===== src/design/qse_pkg.sv =====
// Package for the questionable status and error queue block
package qse_pkg;

	// ****************************************
	// Register map, byte addresses
	// ****************************************
	localparam logic [7:0] QSE_ADR_COND = 8'h00;
	localparam logic [7:0] QSE_ADR_EVENT = 8'h04;
	localparam logic [7:0] QSE_ADR_ENABLE = 8'h08;
	localparam logic [7:0] QSE_ADR_PTR = 8'h0C;
	localparam logic [7:0] QSE_ADR_NTR = 8'h10;
	localparam logic [7:0] QSE_ADR_ERRQ = 8'h14;
	localparam logic [7:0] QSE_ADR_ERRCNT = 8'h18;
	localparam logic [7:0] QSE_ADR_VERSION = 8'h1C;
	localparam logic [7:0] QSE_ADR_CTRL = 8'h20;
	localparam logic [7:0] QSE_ADR_STB = 8'h24;

	// ****************************************
	// Fields and values
	// ****************************************
	localparam int QSE_BIT_OVERVOLT = 0;
	localparam int QSE_BIT_OVERCURR = 1;
	localparam int QSE_BIT_OVERTEMP = 4;
	localparam int QSE_BIT_INHIBIT = 9;
	localparam int QSE_BIT_UNREG = 10;
	localparam int QSE_BIT_SUMMARY = 3;
	localparam int QSE_BIT_PRESET = 0;
	localparam int QSE_BIT_CLS = 1;
	localparam logic [15:0] QSE_DEFINED = 16'h0613;
	localparam logic [15:0] QSE_PTR_PRESET = 16'h0613;
	localparam logic [15:0] QSE_MASK_MAX = 16'h7FD7;
	localparam logic [15:0] QSE_ENABLE_RST = 16'h0000;
	localparam logic [15:0] QSE_FILTER_RST = 16'h0000;
	localparam logic [15:0] QSE_ERR_NONE = 16'h0000;
	localparam logic [15:0] QSE_ERR_OVF = 16'hFEA2;
	localparam logic [15:0] QSE_MSG_NONE = 16'h0000;
	localparam logic [15:0] QSE_MSG_OVF = 16'h0001;

	typedef struct packed {
		logic overvoltage_trip;
		logic overcurrent_trip;
		logic overtemperature_flag;
		logic remote_inhibit_flag;
		logic output_unregulated_flag;
	} qse_fault_type;

	typedef struct packed {
		logic [15:0] msg;
		logic signed [15:0] code;
	} qse_err_type;

endpackage : qse_pkg


===== src/design/qse_status_block.sv =====
// Questionable status group, error queue and version, Wishbone slave
//
// The Wishbone interface to the registers and the address map were chosen for this implementation.
`timescale 1ns/1ns
module qse_status_block #(
	parameter int ERR_DEPTH = 8,
	parameter logic [15:0] VERSION_YEAR = 16'h07D0,
	parameter logic [15:0] VERSION_REV = 16'h0000
) (
	input wire logic clk_i,
	input wire logic rst_i,
	input wire logic wb_cyc_i,
	input wire logic wb_stb_i,
	input wire logic wb_we_i,
	input wire logic [7:0] wb_adr_i,
	input wire logic [31:0] wb_dat_i,
	input wire logic [3:0] wb_sel_i,
	output logic [31:0] wb_dat_o,
	output logic wb_ack_o,
	input wire qse_pkg::qse_fault_type fault_i,
	input wire logic err_push_i,
	input wire qse_pkg::qse_err_type err_i,
	output logic ques_summary_o
);

	localparam int PW = $clog2(ERR_DEPTH);
	localparam int CW = $clog2(ERR_DEPTH + 1);
	localparam logic [CW-1:0] FULL = CW'(ERR_DEPTH);

	// ****************************************
	// Helpers
	// ****************************************
	function automatic logic mask_ok(input logic [31:0] d);
		mask_ok = (d[31:16] == 16'h0000) && (d[15:0] <= qse_pkg::QSE_MASK_MAX);
	endfunction : mask_ok

	function automatic logic hit(input logic [7:0] a, input logic [7:0] b);
		hit = (a == b);
	endfunction : hit

	// ****************************************
	// Bus decode
	// ****************************************
	logic take_w;
	logic wr_w;
	logic rd_w;
	logic full_sel_w;
	assign take_w = wb_cyc_i & wb_stb_i & ~wb_ack_o;
	assign full_sel_w = wb_sel_i[1] & wb_sel_i[0];
	assign wr_w = take_w & wb_we_i & full_sel_w;
	assign rd_w = take_w & ~wb_we_i;

	logic wr_enable_w;
	logic wr_ptr_w;
	logic wr_ntr_w;
	logic preset_w;
	logic cls_w;
	logic rd_event_w;
	logic rd_err_w;
	assign wr_enable_w = wr_w & hit(wb_adr_i, qse_pkg::QSE_ADR_ENABLE)
		& mask_ok(wb_dat_i);
	assign wr_ptr_w = wr_w & hit(wb_adr_i, qse_pkg::QSE_ADR_PTR)
		& mask_ok(wb_dat_i);
	assign wr_ntr_w = wr_w & hit(wb_adr_i, qse_pkg::QSE_ADR_NTR)
		& mask_ok(wb_dat_i);
	assign preset_w = wr_w & hit(wb_adr_i, qse_pkg::QSE_ADR_CTRL)
		& wb_dat_i[qse_pkg::QSE_BIT_PRESET];
	assign cls_w = wr_w & hit(wb_adr_i, qse_pkg::QSE_ADR_CTRL)
		& wb_dat_i[qse_pkg::QSE_BIT_CLS];
	assign rd_event_w = rd_w & hit(wb_adr_i, qse_pkg::QSE_ADR_EVENT);
	assign rd_err_w = rd_w & hit(wb_adr_i, qse_pkg::QSE_ADR_ERRQ);

	// ****************************************
	// Fault pin synchronisers and condition
	// ****************************************
	qse_pkg::qse_fault_type sync1_r;
	qse_pkg::qse_fault_type sync2_r;
	always_ff @(posedge clk_i) begin
		if (rst_i) begin
			sync1_r <= '0;
			sync2_r <= '0;
		end else begin
			sync1_r <= fault_i;
			sync2_r <= sync1_r;
		end
	end

	logic [15:0] cond_w;
	always_comb begin
		cond_w = 16'h0000;
		cond_w[qse_pkg::QSE_BIT_OVERVOLT] = sync2_r.overvoltage_trip;
		cond_w[qse_pkg::QSE_BIT_OVERCURR] = sync2_r.overcurrent_trip;
		cond_w[qse_pkg::QSE_BIT_OVERTEMP] = sync2_r.overtemperature_flag;
		cond_w[qse_pkg::QSE_BIT_INHIBIT] = sync2_r.remote_inhibit_flag;
		cond_w[qse_pkg::QSE_BIT_UNREG] = sync2_r.output_unregulated_flag;
	end

	logic [15:0] cond_prev_r;
	always_ff @(posedge clk_i) begin
		if (rst_i) begin
			cond_prev_r <= 16'h0000;
		end else begin
			cond_prev_r <= cond_w;
		end
	end

	// ****************************************
	// Enable mask and transition filters
	// ****************************************
	logic [15:0] enable_r;
	logic [15:0] ptr_r;
	logic [15:0] ntr_r;
	logic [15:0] ptr_nxt;
	logic [15:0] ntr_nxt;
	always_comb begin
		ptr_nxt = ptr_r;
		ntr_nxt = ntr_r;
		if (wr_ptr_w) begin
			ptr_nxt = wb_dat_i[15:0];
		end
		if (wr_ntr_w) begin
			ntr_nxt = wb_dat_i[15:0];
		end
		if (preset_w) begin
			ptr_nxt = qse_pkg::QSE_PTR_PRESET;
			ntr_nxt = qse_pkg::QSE_FILTER_RST;
		end
	end

	always_ff @(posedge clk_i) begin
		if (rst_i) begin
			ptr_r <= qse_pkg::QSE_FILTER_RST;
			ntr_r <= qse_pkg::QSE_FILTER_RST;
		end else begin
			ptr_r <= ptr_nxt;
			ntr_r <= ntr_nxt;
		end
	end

	always_ff @(posedge clk_i) begin
		if (rst_i) begin
			enable_r <= qse_pkg::QSE_ENABLE_RST;
		end else if (preset_w) begin
			enable_r <= qse_pkg::QSE_ENABLE_RST;
		end else if (wr_enable_w) begin
			enable_r <= wb_dat_i[15:0];
		end
	end

	// ****************************************
	// Event register
	// ****************************************
	// Newly enabled filter bits act as if the edge just happened
	logic [15:0] set_w;
	logic [15:0] event_r;
	logic [15:0] event_nxt;
	always_comb begin
		set_w = (ptr_r & cond_w & ~cond_prev_r)
			| (ntr_r & ~cond_w & cond_prev_r);
		set_w = set_w | (ptr_nxt & ~ptr_r & cond_w)
			| (ntr_nxt & ~ntr_r & ~cond_w);
		set_w = set_w & qse_pkg::QSE_DEFINED;
		event_nxt = event_r;
		if (rd_event_w || cls_w) begin
			event_nxt = 16'h0000;
		end
		event_nxt = event_nxt | set_w;
	end

	always_ff @(posedge clk_i) begin
		if (rst_i) begin
			event_r <= 16'h0000;
		end else begin
			event_r <= event_nxt;
		end
	end

	// Lags an enable write by one cycle
	always_ff @(posedge clk_i) begin
		if (rst_i) begin
			ques_summary_o <= 1'b0;
		end else begin
			ques_summary_o <= |(event_nxt & enable_r);
		end
	end

	// ****************************************
	// Error queue
	// ****************************************
	qse_pkg::qse_err_type mem_r [ERR_DEPTH];
	logic [PW-1:0] wr_ptr_r;
	logic [PW-1:0] rd_ptr_r;
	logic [CW-1:0] count_r;
	logic ovf_r;
	logic pop_w;
	logic push_w;
	logic ovf_wr_w;
	assign pop_w = rd_err_w & (count_r != '0) & ~cls_w;
	assign push_w = err_push_i & ((count_r != FULL) | pop_w | cls_w);
	// Once the overflow marker is in, further errors are dropped
	assign ovf_wr_w = err_push_i & ~push_w & ~ovf_r;

	always_ff @(posedge clk_i) begin
		if (push_w) begin
			mem_r[cls_w ? '0 : wr_ptr_r] <= err_i;
		end else if (ovf_wr_w) begin
			mem_r[wr_ptr_r - 1'b1] <= '{msg: qse_pkg::QSE_MSG_OVF,
				code: qse_pkg::QSE_ERR_OVF};
		end
	end

	always_ff @(posedge clk_i) begin
		if (rst_i) begin
			wr_ptr_r <= '0;
			rd_ptr_r <= '0;
			count_r <= '0;
		end else if (cls_w) begin
			wr_ptr_r <= PW'(push_w);
			rd_ptr_r <= '0;
			count_r <= CW'(push_w);
		end else begin
			if (push_w) begin
				wr_ptr_r <= wr_ptr_r + 1'b1;
			end
			if (pop_w) begin
				rd_ptr_r <= rd_ptr_r + 1'b1;
			end
			count_r <= count_r + CW'(push_w) - CW'(pop_w);
		end
	end

	always_ff @(posedge clk_i) begin
		if (rst_i || cls_w || pop_w) begin
			ovf_r <= 1'b0;
		end else if (ovf_wr_w) begin
			ovf_r <= 1'b1;
		end
	end

	// ****************************************
	// Read mux and acknowledge
	// ****************************************
	logic [31:0] rdata_w;
	always_comb begin
		rdata_w = 32'h0000_0000;
		case (wb_adr_i)
			qse_pkg::QSE_ADR_COND: rdata_w[15:0] = cond_w;
			qse_pkg::QSE_ADR_EVENT: rdata_w[15:0] = event_r;
			qse_pkg::QSE_ADR_ENABLE: rdata_w[15:0] = enable_r;
			qse_pkg::QSE_ADR_PTR: rdata_w[15:0] = ptr_r;
			qse_pkg::QSE_ADR_NTR: rdata_w[15:0] = ntr_r;
			qse_pkg::QSE_ADR_ERRQ: begin
				if (count_r == '0) begin
					rdata_w = {qse_pkg::QSE_MSG_NONE,
						qse_pkg::QSE_ERR_NONE};
				end else begin
					rdata_w = mem_r[rd_ptr_r];
				end
			end
			qse_pkg::QSE_ADR_ERRCNT: rdata_w[CW-1:0] = count_r;
			qse_pkg::QSE_ADR_VERSION: begin
				rdata_w = {VERSION_YEAR, VERSION_REV};
			end
			qse_pkg::QSE_ADR_STB: begin
				rdata_w[qse_pkg::QSE_BIT_SUMMARY] = ques_summary_o;
			end
			default: rdata_w = 32'h0000_0000;
		endcase
	end

	always_ff @(posedge clk_i) begin
		if (rst_i) begin
			wb_ack_o <= 1'b0;
			wb_dat_o <= 32'h0000_0000;
		end else begin
			wb_ack_o <= take_w;
			if (rd_w) begin
				wb_dat_o <= rdata_w;
			end
		end
	end
endmodule : qse_status_block


===== config.mk =====
export PLATFORM = sky130hd
export DESIGN_NAME = qse_status_block
export DESIGN_NICKNAME = d
export VERILOG_FILES = /design/src/design/qse_pkg.sv /design/src/design/qse_status_block.sv
export SDC_FILE = /design/constraint.sdc
export NUM_CORES = 1
export LEC_CHECK = 0
export BUFFER_PORTS_ARGS = -buffer_cell sky130_fd_sc_hd__buf_2
export CORE_MARGIN = 8
export CORE_UTILIZATION = 31
export CTS_CLUSTER_SIZE = 20
export DETAILED_ROUTE_END_ITERATION = 7
export SLEW_MARGIN = 25
export SYNTH_ARGS = -nofsm -noshare
export SYNTH_HDL_FRONTEND = slang
export SYNTH_SLANG_ARGS = --single-unit

===== constraint.sdc =====
create_clock -name clk_i -period 4.6 [get_ports clk_i]
set_input_delay 0.69 -clock clk_i [delete_from_list [all_inputs] [get_ports clk_i]]
set_output_delay 0.69 -clock clk_i [all_outputs]
set_load 0.05 [all_outputs]

# [Yosys cells after proc, flatten, opt, wreduce, memory -nomap -nowiden]
# Memory sizes are Yosys's and may differ from the RTL's. A register that Yosys moved wholly into a read port is not among the register bits.
# Index checks and enable logic that the tools add are counted.
[op_classes] n_mux=24 order_cmp=1 bitwise=46 n_addsub=5 eq_ne=10 reduce_logical=13
[op_table] cell="$and A11 B11 Y11" n=8
[op_table] cell="$mux W16" n=5
[op_table] cell="$pmux W12 S6" n=1
[op_table] cell="$mux W32" n=2
[op_table] cell="$not A11 Y11" n=4
[op_table] cell="$or A11 B11 Y11" n=3
[op_table] cell="$eq A8 B5 Y1 const B" n=4
[op_table] cell="$pmux W16 S2" n=1
[op_table] cell="$reduce_or A32 Y1" n=1
[op_table] cell="$and A1 B1 Y1" n=22
[op_table] cell="$pmux W3 S7" n=1
[op_table] cell="$and A16 B16 Y16" n=1
[op_table] cell="$eq A8 B4 Y1 const B" n=2
[op_table] cell="$eq A8 B6 Y1 const B" n=2
[op_table] cell="$le A16 B15 Y1 const B" n=1
[op_table] cell="$logic_not A16 Y1" n=1
[op_table] cell="$or A16 B11 Y16" n=1
[op_table] cell="$reduce_or A16 Y1" n=1
[op_table] cell="$mux W3" n=4
[op_table] cell="$mux W1" n=9
[op_table] cell="$eq A8 B3 Y1 const B" n=1
[op_table] cell="$logic_not A8 Y1" n=1
[op_table] cell="$pmux W1 S7" n=1
[op_table] cell="$add A3 B1 Y3 const B" n=2
[op_table] cell="12 further kinds" n=20
[word_totals] memories=1 output_inout_bits=34 wordCells=124 register_bits=124 in_bits=87 mem_bits_rw=256
[memory_table] name="mem_r" depth=8 width=32 read_ports=1 rd_clocked_by_memory_dff=1 wr=1 line="qse_status_block.sv:190" rtl="qse_pkg::qse_err_type mem_r [ERR_DEPTH];"

# [Longest topological paths before layout]
[depth] depth_word=19 depth_mapped=14 mapped_depth_nobuf=13

# [Least setup slack after synthesis]
# No wires, ideal clock.
[synth_path] path_kind="input to register" startpoint="in wb_adr_i[3]" endpoint="mem mem_r[5][0] (netlist bit) (enable)" slack_ns=0.305 setup_ns=0.421 n_path_buf=1 arrival_time_ns=3.874 stages=7 required_ns=4.179 path_cell_list="or4_1 buf_2 or4_4 nand4_2 or4b_2 mux2_4 nor2_1"
[synth_via] elab_chain_len=16 elab_cells_between_ends=23 classes_between="eq/ne (2); mux (8); bitwise (12); reduce/logical (1)"
[synth_lines] element="start: declaration" line="qse_status_block.sv:15" rtl="input wire logic [7:0] wb_adr_i,"
[synth_lines] element="$eq A8 B6 Y1" line="qse_status_block.sv:38" rtl="hit = (a == b);"
[synth_lines] element="$and A1 B1 Y1" line="qse_status_block.sv:68" rtl="assign cls_w = wr_w & hit(wb_adr_i, qse_pkg::QSE_ADR_CTRL)"
[synth_lines] element="$and A1 B1 Y1" line="qse_status_block.sv:69" rtl="& wb_dat_i[qse_pkg::QSE_BIT_CLS];"
[synth_lines] element="$not A1 Y1" line="qse_status_block.sv:198" rtl="assign pop_w = rd_err_w & (count_r != '0) & ~cls_w;"
[synth_lines] element="$and A1 B1 Y1" line="qse_status_block.sv:198"
[synth_lines] element="$or A1 B1 Y1 (2 in a row)" line="qse_status_block.sv:199" rtl="assign push_w = err_push_i & ((count_r != FULL) | pop_w | cls_w);"
[synth_lines] element="$and A1 B1 Y1" line="qse_status_block.sv:199"
[synth_lines] element="$not A1 Y1" line="qse_status_block.sv:201" rtl="assign ovf_wr_w = err_push_i & ~push_w & ~ovf_r;"
[synth_lines] element="$and A1 B1 Y1 (2 in a row)" line="qse_status_block.sv:201"
[synth_lines] element="$mux W1" line="qse_status_block.sv:206" rtl="end else if (ovf_wr_w) begin"
[synth_lines] element="$mux W1" line="qse_status_block.sv:204" rtl="if (push_w) begin"
[synth_lines] element="$mux W1 (not written as such)" line="qse_status_block.sv:207" rtl="mem_r[wr_ptr_r - 1'b1] <= '{msg: qse_pkg::QSE_MSG_OVF,"
[synth_lines] element="$reduce_or A32 Y1 (no line)"
[synth_lines] element="$mux W3 (no line) / $mux W1 (equally long branches)"
[synth_lines] element="end: declaration" line="qse_status_block.sv:190"
# Several ways; a longest one is shown, not always the timed one.

# [Worst setup path in the final report]
[layout_path] startpoint="in wb_adr_i[3]" endpoint="reg count_r[2]"
[layout_via] elab_chain_len=10 elab_cells_between_ends=14 classes_between="add/sub (2); eq/ne (2); bitwise (9); reduce/logical (1)"
[layout_lines] element="$eq A8 B6 Y1" line="qse_status_block.sv:38"
[layout_lines] element="$and A1 B1 Y1" line="qse_status_block.sv:68"
[layout_lines] element="$and A1 B1 Y1" line="qse_status_block.sv:69"
[layout_lines] element="$not A1 Y1" line="qse_status_block.sv:198"
[layout_lines] element="$and A1 B1 Y1" line="qse_status_block.sv:198"
[layout_lines] element="$or A1 B1 Y1 (2 in a row)" line="qse_status_block.sv:199"
[layout_lines] element="$and A1 B1 Y1" line="qse_status_block.sv:199"
[layout_lines] element="$add A4 B1 Y4" line="qse_status_block.sv:228" rtl="count_r <= count_r + CW'(push_w) - CW'(pop_w);"
[layout_lines] element="$sub A4 B1 Y4" line="qse_status_block.sv:228"
[layout_lines] element="end signal: assignment" line="qse_status_block.sv:220" rtl="count_r <= CW'(push_w);"
[layout_lines] element="end signal: assignment" line="qse_status_block.sv:228"
[layout_lines] element="end: declaration" line="qse_status_block.sv:193" rtl="logic [CW-1:0] count_r;"
# Several ways; a longest one is shown, not always the timed one.
# A chain may end at the register's enable or synchronous reset.

==> metrics.txt <==
# TYPE chip_impl_metric gauge
chip_impl_info{name="status",value="finished clean"} 1
chip_impl_metric{name="cap_violations",unit=""} 0
chip_impl_metric{name="proportion_of_register_bits_with_asynchronous_set_or_reset_after_synthesis",unit="%"} 0
chip_impl_info{name="cpMaxStageDelayCell",value="sky130_fd_sc_hd__or4_1"} 1
chip_impl_info{name="prevailing_post_synth_register_cell",value="sky130_fd_sc_hd__edfxtp_1"} 1
chip_impl_metric{name="via_per_inst",unit=""} 5.04
chip_impl_metric{name="hold_violations",unit=""} 0
chip_impl_metric{name="post_synth_inst_count",unit=""} 1094
chip_impl_metric{name="critPathMaxFanout",unit=""} 9
chip_impl_metric{name="cts_made_buffers",unit=""} 40
chip_impl_metric{name="power.combinational.fraction",unit="%"} 8.5
chip_impl_metric{name="place.gp.congestion",unit=""} 0.849
chip_impl_metric{name="post_detailed_placement_half_perimeter_wirelength",unit="µm"} 24600
chip_impl_metric{name="final_antenna_net_count",unit=""} 0
chip_impl_metric{name="clkSinkCount",unit=""} 383
chip_impl_metric{name="io_pins",unit=""} 121
chip_impl_info{name="cp_top_family",value="simple AND/OR/NAND/NOR gates"} 1
chip_impl_metric{name="sequentialPowerShare",unit="%"} 49.6
chip_impl_metric{name="grt_pass1_wl",unit="µm"} 60300
chip_impl_metric{name="routed_wl",unit="µm"} 39600
chip_impl_metric{name="synth.net_count",unit=""} 1191
chip_impl_metric{name="synth-edff-count",unit=""} 256
chip_impl_metric{name="r2r_setup_slack",unit="ns"} 1.51
chip_impl_metric{name="synth_sequential_area_ratio",unit="%"} 66.3
chip_impl_metric{name="finalSetupViolations",unit=""} 0
chip_impl_metric{name="finClkSkew",unit="ns"} 0.0255
chip_impl_info{name="min_delay_path_class",value="input port to flip-flop"} 1
chip_impl_metric{name="worstSetupPathDepth",unit=""} 14
chip_impl_metric{name="swShare",unit="%"} 23.3
chip_impl_metric{name="max_freq",unit="MHz"} 298
chip_impl_metric{name="drt_pre_antenna_iters",unit=""} 5
chip_impl_info{name="reg2reg_from",value="wb_ack_o$_SDFF_PP0_"} 1
chip_impl_metric{name="nNetsFinal",unit=""} 1324
chip_impl_metric{name="netlist_area",unit="µm²"} 15400
chip_impl_metric{name="power_density_over_cell_area",unit="nW/µm²"} 440
chip_impl_metric{name="synth_cell_type_count",unit=""} 62
chip_impl_metric{name="placement_stage_cell_area",unit="µm²"} 17000
chip_impl_info{name="critPathLaunchType",value="input port"} 1
chip_impl_metric{name="ys_warn_count",unit=""} 0
chip_impl_metric{name="die_x",unit="µm"} 239
chip_impl_metric{name="crit_buf_inv",unit=""} 6
chip_impl_metric{name="post-layout-total-power",unit="µW"} 8080
chip_impl_metric{name="worst_ir_drop_vdd",unit="mV"} 0.419
chip_impl_metric{name="clock_power_share",unit="%"} 41.9
chip_impl_info{name="grt_setup_unrepaired",value="no"} 1
chip_impl_metric{name="power_switching",unit="µW"} 1880
chip_impl_info{name="setup.worst_path.end_class",value="flip-flop"} 1
chip_impl_metric{name="grt_pass1_vias",unit=""} 9840
chip_impl_metric{name="detail_route.iter0.violations",unit=""} 907
chip_impl_metric{name="tightestPinTransition",unit="ns"} 1.13
chip_impl_metric{name="htree_levels",unit=""} 2
chip_impl_info{name="crit_path_end",value="count_r[2]$_SDFF_PP0_"} 1
chip_impl_info{name="synth_top_cells_by_area",value="sky130_fd_sc_hd__edfxtp_1, sky130_fd_sc_hd__dfxtp_1, sky130_fd_sc_hd__mux4_2, sky130_fd_sc_hd__nand2_1, sky130_fd_sc_hd__a21oi_1"} 1
chip_impl_metric{name="via_count",unit=""} 9698
chip_impl_metric{name="post_cts_buffers",unit=""} 0
chip_impl_metric{name="area_of_the_die",unit="µm²"} 57100
chip_impl_metric{name="setup_tns",unit="ns"} 0
chip_impl_metric{name="hold-worst-slack",unit="ns"} 0.328
chip_impl_metric{name="slew_viol_final",unit=""} 0
chip_impl_metric{name="final_area",unit="µm²"} 18400
chip_impl_metric{name="die_h",unit="µm"} 239
chip_impl_metric{name="cts.clk_slew.worst_paths",unit="ns"} 0.06
chip_impl_metric{name="min_delay_path_depth",unit=""} 2
chip_impl_metric{name="post_synth.cell_area_avg",unit="µm²"} 14.1
chip_impl_info{name="post_synth_most_frequent_cells",value="sky130_fd_sc_hd__edfxtp_1, sky130_fd_sc_hd__nand2_1, sky130_fd_sc_hd__dfxtp_1, sky130_fd_sc_hd__a21oi_1, sky130_fd_sc_hd__mux4_2"} 1
chip_impl_metric{name="clock_path_buffers",unit=""} 3
chip_impl_info{name="critPathLaunch",value="wb_adr_i[3]"} 1
chip_impl_metric{name="synth_top_area_share",unit="%"} 49.8
chip_impl_info{name="cts.root.buffer_cell",value="sky130_fd_sc_hd__clkbuf_16"} 1
chip_impl_metric{name="number_of_antenna_violations_at_the_first_check_in_global_routing",unit=""} 1
chip_impl_info{name="worstPathCellList",value="buf_2, or4_1, buf_4, nor4_1, buf_4, o31a_1, inv_2, ha_1, inv_1, ha_1, inv_1, fa_1, xor2_1, nor2_1"} 1
chip_impl_info{name="worstSetupPathType",value="input port to flip-flop"} 1
chip_impl_metric{name="grt_remaining_overflow",unit=""} 0
chip_impl_metric{name="cts-resized-gates",unit=""} 0
chip_impl_info{name="tritoncts",value="built"} 1
chip_impl_info{name="netlist.top_cell.by_area",value="sky130_fd_sc_hd__edfxtp_1"} 1
chip_impl_metric{name="routed_wirelength_normalized_by_instance_count",unit="µm"} 20.6
chip_impl_metric{name="grtUsageTotal",unit="%"} 13.8
chip_impl_metric{name="floorplan.core_area",unit="µm²"} 49100
chip_impl_metric{name="period_minus_slack",unit="ns"} 3.35
chip_impl_metric{name="area_delta_synth_final",unit="%"} 19.2
chip_impl_metric{name="critPathArrivalTime",unit="ns"} 3.79
chip_impl_metric{name="initial_utilization",unit="%"} 31.4
chip_impl_metric{name="reg2regPathDepth",unit=""} 13
chip_impl_metric{name="cp_data_required_time",unit="ns"} 5.03
chip_impl_metric{name="finalCritPeriodShare",unit="%"} 72.9
chip_impl_metric{name="cellInternalPower",unit="µW"} 6200
chip_impl_metric{name="worst_path_largest_cell_delay",unit="ns"} 0.59
chip_impl_metric{name="clock_latency",unit="ns"} 0.58
chip_impl_info{name="post-synth-top-count-cell",value="sky130_fd_sc_hd__edfxtp_1"} 1
chip_impl_metric{name="holdBufCountCts",unit=""} 0
chip_impl_info{name="r2r-end",value="count_r[2]$_SDFF_PP0_"} 1
chip_impl_metric{name="yosys_register_bits",unit=""} 383
chip_impl_metric{name="grt_max_degree",unit=""} 65
chip_impl_metric{name="port-buffer-count",unit=""} 118
chip_impl_metric{name="drive_gt1_share",unit="%"} 25.7
chip_impl_metric{name="maxSlewHeadroom",unit="%"} 24.1
chip_impl_metric{name="num_rows",unit=""} 81
chip_impl_metric{name="antenna-diode-count",unit=""} 0
chip_impl_metric{name="number_of_drc_violations_after_detailed_routing",unit=""} 0
chip_impl_metric{name="cellLeakagePower",unit="µW"} 0.00604
[cell families (layout without fill, tap and decap cells)]
logic type               Yosys count  in the layout  synth area share (%)
adder cells (fa/ha/maj)           10             10                 0.860
buffers and inverters             77            242                  2.21
AND/OR/NAND/NOR                  346            346                  11.3
flip-flops                       383            383                  66.3
multiplexers                      98             98                  11.7
XOR/XNOR                           6              6                 0.341
AO/OA/AOI/OAI                    174            174                  7.21
[final cells by class]
class / count / area [µm²]
fill: 4735 / 30700
sequential: 383 / 10200
multi-input combinational: 634 / 4910
clock buffer: 51 / 1060
timing repair buffer: 153 / 953
tap: 664 / 831
clock inverter: 23 / 328
inverter: 15 / 56.3
[per-stage QoR]
stage,setup WS [ns],cells,utilization [%]
after global routing,1.07,1923,37.5
after global placement,0.596,1848,34.6
final,1.25,1923,37.5
after floorplan,0.305,1094,-
after detailed placement,0.716,1848,34.6
after CTS,1.31,1922,37.4
[layout by cell type, fill, tap and decap left out, drive strengths merged, types with 6 or more instances in the layout]
| cell type | instances |
|---|---|
| a32oi | 10 |
| a31oi | 12 |
| nand4 | 10 |
| ha | 9 |
| nor2b | 18 |
| mux4 | 64 |
| buf | 153 |
| bufinv | 6 |
| mux2 | 20 |
| clkbuf | 51 |
| nand3b | 6 |
| nand3 | 11 |
| nor2 | 62 |
| mux2i | 14 |
| edfxtp | 256 |
| nand2b | 12 |
| inv | 16 |
| nor4 | 15 |
| a21oi | 65 |
| and2 | 37 |
| nor3 | 13 |
| o21ai | 23 |
| a22oi | 36 |
| dfxtp | 127 |
| nand2 | 135 |
| clkinv | 15 |
[per-layer routing]
| metal | share of wire, % | track usage [%] | vias to the layer above |
|---|---|---|---|
| li1 | - | - | 4424 |
| met1 | 44 | 18.4 | 4859 |
| met2 | 46 | 22.1 | 341 |
| met3 | 7.9 | 3.18 | 72 |
| met4 | 2.4 | 4.12 | 2 |
| met5 | 0.043 | 0 | - |
[flip-flops by register name, indices dropped and copies added (netlist names), named ones only]
register and cells:
sync1_r 5, cond_prev_r 5, ovf_r 1, event_r 16
count_r 4, ntr_r 16, ptr_r 16, wb_ack_o 1
cond_w 5, wb_dat_o 32, mem_r 256, wr_ptr_r 3
rd_ptr_r 3, enable_r 16, ques_summary_o 1
[power by group through the flow]
stage | clock (µW) | combinational, µW | sequential [µW]
after global routing | 3600 | 748 | 4020
after floorplan | 0 | 403 | 4080
after CTS | 3470 | 703 | 4010
final | 3390 | 687 | 4010
after detailed placement | 0 | 700 | 4080
after global placement | 0 | 682 | 4070
[worst min path at each step]
stage / start / end / slack [ns]
final: fault_i[1] / sync1_r[1]$_SDFF_PP0_ / 0.33
after global routing: fault_i[1] / sync1_r[1]$_SDFF_PP0_ / 0.32
after CTS: fault_i[1] / sync1_r[1]$_SDFF_PP0_ / 0.30
after detailed placement: sync1_r[1]$_SDFF_PP0_ / cond_w[9]$_SDFF_PP0_ / 0.43
after global placement: sync1_r[0]$_SDFF_PP0_ / cond_w[10]$_SDFF_PP0_ / 0.43
after floorplan: sync1_r[4]$_SDFF_PP0_ / cond_w[0]$_SDFF_PP0_ / 0.41
No activity file was read; power rests on OpenSTA's default activity.
